[src/pkg/adc_seq_defs.svh]
// Operation
// With a zero acquisition setting, setting go ends sampling and starts conversion at once.
// With a zero acquisition setting, software waits the acquisition time itself before setting go.
// The acquisition select field is bits 5 to 3 of control register two and resets to zero.
// With a nonzero acquisition setting, go keeps sampling for the chosen bit periods, then converts.
// On completion go clears, the done flag sets and sampling of the channel resumes.
// No output shows whether acquisition has ended or conversion has begun; the code raises holding_capacitor_disconnect at conversion start.
// A conversion lasts exactly eleven bit periods.
// Clock select 000/100/001/101/010/110 gives 2/4/8/16/32/64 oscillator periods; x11 picks RC.
// The holding capacitor is disconnected from the input when conversion begins.
// Software picks the shortest bit period above about 2 us.
// After a channel change, software allows the minimum acquisition time before converting.
// With the RC clock above 1 MHz the device should sleep through the conversion.
// Acquisition codes 111..000 give 20,16,12,8,6,4,2,0 bit periods.
// With the RC clock one instruction cycle of delay precedes the converter clock.
// On completion the result is loaded into the result register pair.
// Justify set right-justifies the 10-bit result, cleared left-justifies it.
// The bit period divides the oscillator by the selected ratio; intervals count bit periods.
`ifndef ADC_SEQ_DEFS_SVH
`define ADC_SEQ_DEFS_SVH
`define CTL2_JUSTIFY_BIT  7
`define CTL2_ACQ_HI       5
`define CTL2_ACQ_LO       3
`define CTL2_CLK_HI       2
`define CTL2_CLK_LO       0
`define CTL2_RESET        8'h00
`define CONV_BITS         4'hb
`define RESULT_W          10
`define INSTR_CYCLE_OSC   7'h04
`define RESTART_WAIT      5'h02
`endif

[src/pkg/adc_seq_pkg.sv]
package adc_seq_pkg;
    typedef enum logic [2:0] {
        st_idle    = 3'b000,
        st_rcdelay = 3'b001,
        st_acquire = 3'b010,
        st_convert = 3'b011,
        st_wait    = 3'b100
    } seq_state_t;

    typedef struct packed {
        logic       justify;
        logic [2:0] acq_sel;
        logic [2:0] clk_sel;
    } ctl_two_t;

    typedef struct packed {
        seq_state_t  state;
        logic [6:0]  div_cnt;
        logic [4:0]  tad_cnt;
        logic        go;
        logic        done_flag;
        logic        hold_disc;
        logic        core_start;
        logic [15:0] result_pair;
    } seq_regs_t;
endpackage

[src/rtl/adc_acquisition_sequencer.sv]
`timescale 1ns/1ps
`default_nettype none
`include "adc_seq_defs.svh"
module adc_acquisition_sequencer
    import adc_seq_pkg::*;
(
    // Clock and reset
    input  wire logic        clk,
    input  wire logic        resetn,
    // Control register two
    input  wire logic [7:0]  converter_control_two,
    // Software go and flag clear
    input  wire logic        go_set,
    input  wire logic        go_clear,
    input  wire logic        done_flag_clear,
    // Internal RC clock tick, one cycle per bit period
    input  wire logic        internal_rc_clock,
    // Converter core
    input  wire logic        core_done,
    input  wire logic [9:0]  core_result,
    output logic             core_start,
    output logic             conv_bit_period,
    output logic             holding_capacitor_disconnect,
    // Status
    output logic             go_done,
    output logic             conversion_done_irq_flag,
    output logic [15:0]      result_register_pair
);

    // ----------------------------------------
    // Reset release
    // ----------------------------------------
    logic [1:0] rst_sync_q;
    logic       rst_n;

    always_ff @(posedge clk or negedge resetn) begin
        if (!resetn) begin
            rst_sync_q <= 2'h0;
        end else begin
            rst_sync_q <= {rst_sync_q[0], 1'h1};
        end
    end
    assign rst_n = rst_sync_q[1];

    // ----------------------------------------
    // Field decode
    // ----------------------------------------
    ctl_two_t   ctl;
    logic [6:0] div_ratio;
    logic [4:0] acq_periods;
    logic       use_rc;
    logic       tick;
    seq_regs_t  s_q;
    seq_regs_t  s_d;

    assign ctl.justify = converter_control_two[`CTL2_JUSTIFY_BIT];
    assign ctl.acq_sel = converter_control_two[`CTL2_ACQ_HI:`CTL2_ACQ_LO];
    assign ctl.clk_sel = converter_control_two[`CTL2_CLK_HI:`CTL2_CLK_LO];
    assign use_rc = (ctl.clk_sel[1:0] == 2'h3);

    always_comb begin
        case (ctl.clk_sel)
            3'b000:  div_ratio = 7'h02;
            3'b100:  div_ratio = 7'h04;
            3'b001:  div_ratio = 7'h08;
            3'b101:  div_ratio = 7'h10;
            3'b010:  div_ratio = 7'h20;
            3'b110:  div_ratio = 7'h40;
            default: div_ratio = 7'h02;
        endcase
    end

    always_comb begin
        case (ctl.acq_sel)
            3'b111:  acq_periods = 5'h14;
            3'b110:  acq_periods = 5'h10;
            3'b101:  acq_periods = 5'h0c;
            3'b100:  acq_periods = 5'h08;
            3'b011:  acq_periods = 5'h06;
            3'b010:  acq_periods = 5'h04;
            3'b001:  acq_periods = 5'h02;
            default: acq_periods = 5'h00;
        endcase
    end

    // Bit period tick from divider or RC source
    assign tick = use_rc ? internal_rc_clock
                         : (s_q.div_cnt == div_ratio - 7'h01);

    // ----------------------------------------
    // Sequencer
    // ----------------------------------------
    always_comb begin
        s_d = s_q;
        s_d.core_start = 1'b0;
        if (s_q.state == st_idle || tick || use_rc) begin
            s_d.div_cnt = 7'h00;
        end else begin
            s_d.div_cnt = s_q.div_cnt + 7'h01;
        end
        if (done_flag_clear) begin
            s_d.done_flag = 1'b0;
        end
        case (s_q.state)
            st_idle: begin
                s_d.hold_disc = 1'b0;
                if (go_set) begin
                    s_d.go = 1'b1;
                    s_d.tad_cnt = 5'h00;
                    if (use_rc) begin
                        s_d.div_cnt = 7'h00;
                        s_d.state = st_rcdelay;
                    end else if (acq_periods == 5'h00) begin
                        s_d.state = st_convert;
                        s_d.hold_disc = 1'b1;
                        s_d.core_start = 1'b1;
                    end else begin
                        s_d.state = st_acquire;
                    end
                end
            end
            st_rcdelay: begin
                s_d.div_cnt = s_q.div_cnt + 7'h01;
                if (s_q.div_cnt == `INSTR_CYCLE_OSC - 7'h01) begin
                    s_d.div_cnt = 7'h00;
                    s_d.state = (acq_periods == 5'h00) ? st_convert : st_acquire;
                    s_d.hold_disc = (acq_periods == 5'h00);
                    s_d.core_start = (acq_periods == 5'h00);
                end
            end
            st_acquire: begin
                if (tick) begin
                    s_d.tad_cnt = s_q.tad_cnt + 5'h01;
                    if (s_q.tad_cnt + 5'h01 == acq_periods) begin
                        s_d.tad_cnt = 5'h00;
                        s_d.state = st_convert;
                        s_d.hold_disc = 1'b1;
                        s_d.core_start = 1'b1;
                    end
                end
            end
            st_convert: begin
                if (tick) begin
                    s_d.tad_cnt = s_q.tad_cnt + 5'h01;
                    if (s_q.tad_cnt + 5'h01 == {1'b0, `CONV_BITS}) begin
                        s_d.go = 1'b0;
                        s_d.done_flag = 1'b1;
                        s_d.hold_disc = 1'b0;
                        s_d.tad_cnt = 5'h00;
                        s_d.state = st_wait;
                        if (ctl.justify) begin
                            s_d.result_pair = {6'h00, core_result};
                        end else begin
                            s_d.result_pair = {core_result, 6'h00};
                        end
                    end
                end
            end
            st_wait: begin
                if (tick) begin
                    s_d.tad_cnt = s_q.tad_cnt + 5'h01;
                    if (s_q.tad_cnt + 5'h01 == `RESTART_WAIT) begin
                        s_d.tad_cnt = 5'h00;
                        s_d.state = st_idle;
                    end
                end
            end
            default: s_d.state = st_idle;
        endcase
        // Abort leaves the result untouched unless it meets the last conversion tick, which still loads it
        if (go_clear && s_q.state != st_idle && s_q.state != st_wait) begin
            s_d.go = 1'b0;
            s_d.hold_disc = 1'b0;
            s_d.tad_cnt = 5'h00;
            s_d.state = st_wait;
        end
    end

    always_ff @(posedge clk or negedge rst_n) begin
        if (!rst_n) begin
            s_q <= '{state: st_idle, default: '0};
        end else begin
            s_q <= s_d;
        end
    end

    // ----------------------------------------
    // Outputs
    // ----------------------------------------
    assign core_start = s_q.core_start;
    assign conv_bit_period = tick && (s_q.state == st_convert);
    assign holding_capacitor_disconnect = s_q.hold_disc;
    assign go_done = s_q.go;
    assign conversion_done_irq_flag = s_q.done_flag;
    assign result_register_pair = s_q.result_pair;

endmodule
`default_nettype wire

[config.mk]
export PLATFORM = sky130hd
export DESIGN_NAME = adc_acquisition_sequencer
export DESIGN_NICKNAME = d
export VERILOG_FILES = /design/src/pkg/adc_seq_pkg.sv /design/src/rtl/adc_acquisition_sequencer.sv
export VERILOG_INCLUDE_DIRS = /design/src /design/src/pkg
export SDC_FILE = /design/constraint.sdc
export NUM_CORES = 1
export LEC_CHECK = 0
export ABC_AREA = 1
export ABC_CLOCK_PERIOD_IN_PS = 2050
export BUFFER_PORTS_ARGS = -buffer_cell sky130_fd_sc_hd__buf_4
export CAP_MARGIN = 20
export CORE_ASPECT_RATIO = 0.8
export CORE_MARGIN = 2
export CORE_UTILIZATION = 40
export DETAILED_ROUTE_END_ITERATION = 7
export GPL_ROUTABILITY_DRIVEN = 1
export PLACE_DENSITY = 0.61
export SLEW_MARGIN = 20
export SYNTH_ARGS = -nofsm -noshare
export SYNTH_HDL_FRONTEND = slang
export SYNTH_SLANG_ARGS = --single-unit
[constraint.sdc]
create_clock -name clk -period 2.05 [get_ports clk]
set_input_delay 0.5125 -clock clk [delete_from_list [all_inputs] [get_ports clk]]
set_output_delay 0.5125 -clock clk [all_outputs]
set_load 0.01 [all_outputs]
==> flow_summary.toml <==
[status]
outcome = "finished with violations"
violations = "setup timing"

[floorplan]
die-area_um2 = 7194
die-height_um = 76.27
placementRows = 26
core_footprint_um2 = 6344
die_w_um = 94.34
number_of_ports_placed_on_the_die_boundary = 46
initial_util_pct = 41.16

[sta]
setup_viol = 26
fmaxAchievable_mhz = 440.3
fin_worst_skew_ns = 0.007648
report.final.hold_viol_count = 0
layout_worst_path_cycle_share_pct = 110.8
worst_hold_slack_ns = 0.2926
unrepaired_setup_endpoints_after_global_routing = "yes"
finalMaxSlewViolations = 0
totalNegativeSetupSlack_ns = -2.009
setup_slack_ns = -0.2209
final.min_clock_period_ns = 2.271

[pwr]
pwr_density_cell_nw_per_um2 = 789.1
max-vdd-ir-drop_uv = 616.3
p_total_mw = 2.651
power.leakage_nw = 1.741

[clock_tree]
clock_tree.htree_level_count = 2
cts_sinks = 37
cts_tree = "done"
clockBufferDepth = 2
cts_buffers = 5
worstSkewPairLatency_ns = 0.29
clkSlewWorstSetupHoldPaths_ns = 0.08
root_buffer = "sky130_fd_sc_hd__clkbuf_8"

[synth]
post_synth_num_cell_types = 32
postSynthCellCount = 353
post-synth-top-area-cell = "sky130_fd_sc_hd__dfrtp_1"
number_of_flops_mapped_to_enable_cells_by_yosys = 0
syn_area_um2 = 2611
mappedNetlistNets = 386
asyncSetResetFlopFracSynth_pct = 100.0
synthFlopType = "sky130_fd_sc_hd__dfrtp_1"
synthesis.yosys.warnings = 0
synth.avg_cell_area_um2 = 7.397
synth_largest_type_area_fraction_pct = 35.46
top_area_cells_in_the_synthesized_netlist = "sky130_fd_sc_hd__dfrtp_1, sky130_fd_sc_hd__nand2_1, sky130_fd_sc_hd__inv_1, sky130_fd_sc_hd__o21ai_2, sky130_fd_sc_hd__buf_4"
synth.yosys.seq_area_share_pct = 35.46
ys_seq_elements = 37

[worst_setup_path]
critPathMaxFanout = 7
critPathCaptureType = "output pin"
critPathArrivalTime_ns = 1.76
required_ns = 1.54
worstSetupStartpointType = "input pin"
setup.worst_path.class = "input pin to output pin"

[drt]
drtPass1Iterations = 4
drt_iter0_drc = 76
wl_per_cell_um = 12.02
routed_wirelength_mm = 5.889
routed-via-count = 2317
drtAntennaViolNets = 0
vias_per_cell = 4.729
drc_errors = 0

[flow_run]
drv_cap = 0

[layout]
layout-area-overhead-vs-synth_pct = 28.65
layout_commonest_cell = "sky130_fd_sc_hd__nand2_1"
layout.cells.most_common_list = "sky130_fd_sc_hd__nand2_1, sky130_fd_sc_hd__buf_4, sky130_fd_sc_hd__inv_1, sky130_fd_sc_hd__dfrtp_1, sky130_fd_sc_hd__nor2_1"
layout-drive-gt1-share_pct = 33.99
design_area_final_um2 = 3359
layout.filler_cells = 583
design.final.nets = 438
antenna-diode-count = 0

[global_routing]
grt_pass1_wl_mm = 9.356
first_global_vias = 2071
grt_overflow_total = 0
maximum_number_of_pins_on_one_net_before_global_route_repair = 36
grt_antenna_before_repair = 0
grt_util_all_layers_pct = 16.03

[place]
place.detailed.hpwl_mm = 4.192
dpl_cell_area_um2 = 3017
placement.io_buffers = 43
dp_worst_setup_slack_ns = -0.3040
gp_congestion = 0.8970

[hold_path]
worstHoldPathType = "flop to asynchronous set/reset pin"
[per-stage QoR]
| stage | utilization (%) | instances |
|---|---|---|
| detailed placement | 47.55 | 474 |
| global route | 52.96 | 490 |
| finish | 52.96 | 490 |
| CTS | 50.61 | 486 |
| floorplan | - | 353 |
| global placement | 47.55 | 474 |
[power breakdown]
group | switching, mW | total [mW] | internal [mW]
combinational | 0.687 | 1.11 | 0.426
clock | 0.274 | 0.670 | 0.396
sequential | 0.0691 | 0.869 | 0.800
[synth_stat cells, types with 2 or more instances]
master	count
sky130_fd_sc_hd__nand3_1	23
sky130_fd_sc_hd__nor2_1	29
sky130_fd_sc_hd__o21ai_2	16
sky130_fd_sc_hd__inv_2	4
sky130_fd_sc_hd__nand4_1	10
sky130_fd_sc_hd__o21ai_1	4
sky130_fd_sc_hd__buf_4	17
sky130_fd_sc_hd__mux2i_1	4
sky130_fd_sc_hd__dfrtp_1	37
sky130_fd_sc_hd__o21ai_0	7
sky130_fd_sc_hd__nor2_2	4
sky130_fd_sc_hd__xor2_1	3
sky130_fd_sc_hd__nand2_2	15
sky130_fd_sc_hd__nor3_1	5
sky130_fd_sc_hd__a21oi_1	11
sky130_fd_sc_hd__ha_1	8
sky130_fd_sc_hd__nand3_2	2
sky130_fd_sc_hd__buf_6	3
sky130_fd_sc_hd__xnor2_1	3
sky130_fd_sc_hd__inv_1	41
sky130_fd_sc_hd__nand2_1	95
sky130_fd_sc_hd__nand3b_1	2
[metal layers]
layer	wire length, um	GRT usage (%)
met5	0	0
met4	19	2.754
met3	313	4.649
met2	2715	24.36
met1	2840	23.02
[sequential cells by signal, summed over array words and instances, names as in the netlist]
name / flops
result_register_pair: 16
rst_sync_q: 2
go_done: 1
holding_capacitor_disconnect: 1
core_start: 1
conversion_done_irq_flag: 1
s_q: 15
[logic make-up (layout without fill, tap and decap cells)]
kind of cell    Yosys count  after routing  synth area share [%]
compound gates           40             40                 10.06
other cells               1              1                0.1436
fa+ha+maj                 8              8                 3.833
xor+xnor                  6              6                 2.013
mux                       4              4                 1.533
flops                    37             37                 35.46
simple gates            190            190                 33.97
buf+inv                  67            120                 12.98
[repair_timing]
item / in CTS / in global routing
hold endpoints to repair: 2 / 0
setup endpoints to repair: 1 / 29
gates resized for setup: 12 / 22
cloned: 0 / 2
buffers inserted: 3 / 2
hold buffers: 1 / 0
pin swaps: 9 / 17
[worst max-delay path, stage by stage]
cell,delay (ns)
sky130_fd_sc_hd__buf_8,0.09
sky130_fd_sc_hd__inv_4,0.04
sky130_fd_sc_hd__ha_4,0.29
sky130_fd_sc_hd__nand3_2,0.08
sky130_fd_sc_hd__nand2_2,0.07
sky130_fd_sc_hd__nand2_1,0.05
sky130_fd_sc_hd__nand2_1,0.06
sky130_fd_sc_hd__nand2_2,0.05
sky130_fd_sc_hd__nor2_2,0.07
sky130_fd_sc_hd__nand2_1,0.07
sky130_fd_sc_hd__nand2_2,0.09
sky130_fd_sc_hd__nand2_4,0.07
sky130_fd_sc_hd__nor2_8,0.09
sky130_fd_sc_hd__buf_6,0.10
[path summary, 6_finish.rpt]
kind	startpoint	end	slack, ns	depth (start not counted)
worst min-delay path	rst_sync_q[1]	s_q[28]	0.29	1
worst max register to register	s_q[21]	s_q[33]	0	13
worst max-delay path	converter_control_two[1]	conv_bit_period	-0.22	14
min in group clk	rst_sync_q[0]	rst_sync_q[1]	0.35	0
max in group asynchronous	resetn	rst_sync_q[0]	1.43	2
worst min register to register	rst_sync_q[1]	s_q[28]	0.29	1
[cell type report]
type | instances | area (um2) | share of cell area [%]
flip-flops and latches | 37 | 925.9 | 27.56
multi-input cells | 249 | 1465 | 43.61
repair buffers | 67 | 569.3 | 16.95
clock buffers | 6 | 82.58 | 2.458
inverters | 45 | 173.9 | 5.177
well taps | 84 | 105.1 | 3.128
clock inverters | 2 | 37.54 | 1.117
Note: power is estimated with default switching activity, not from simulation.
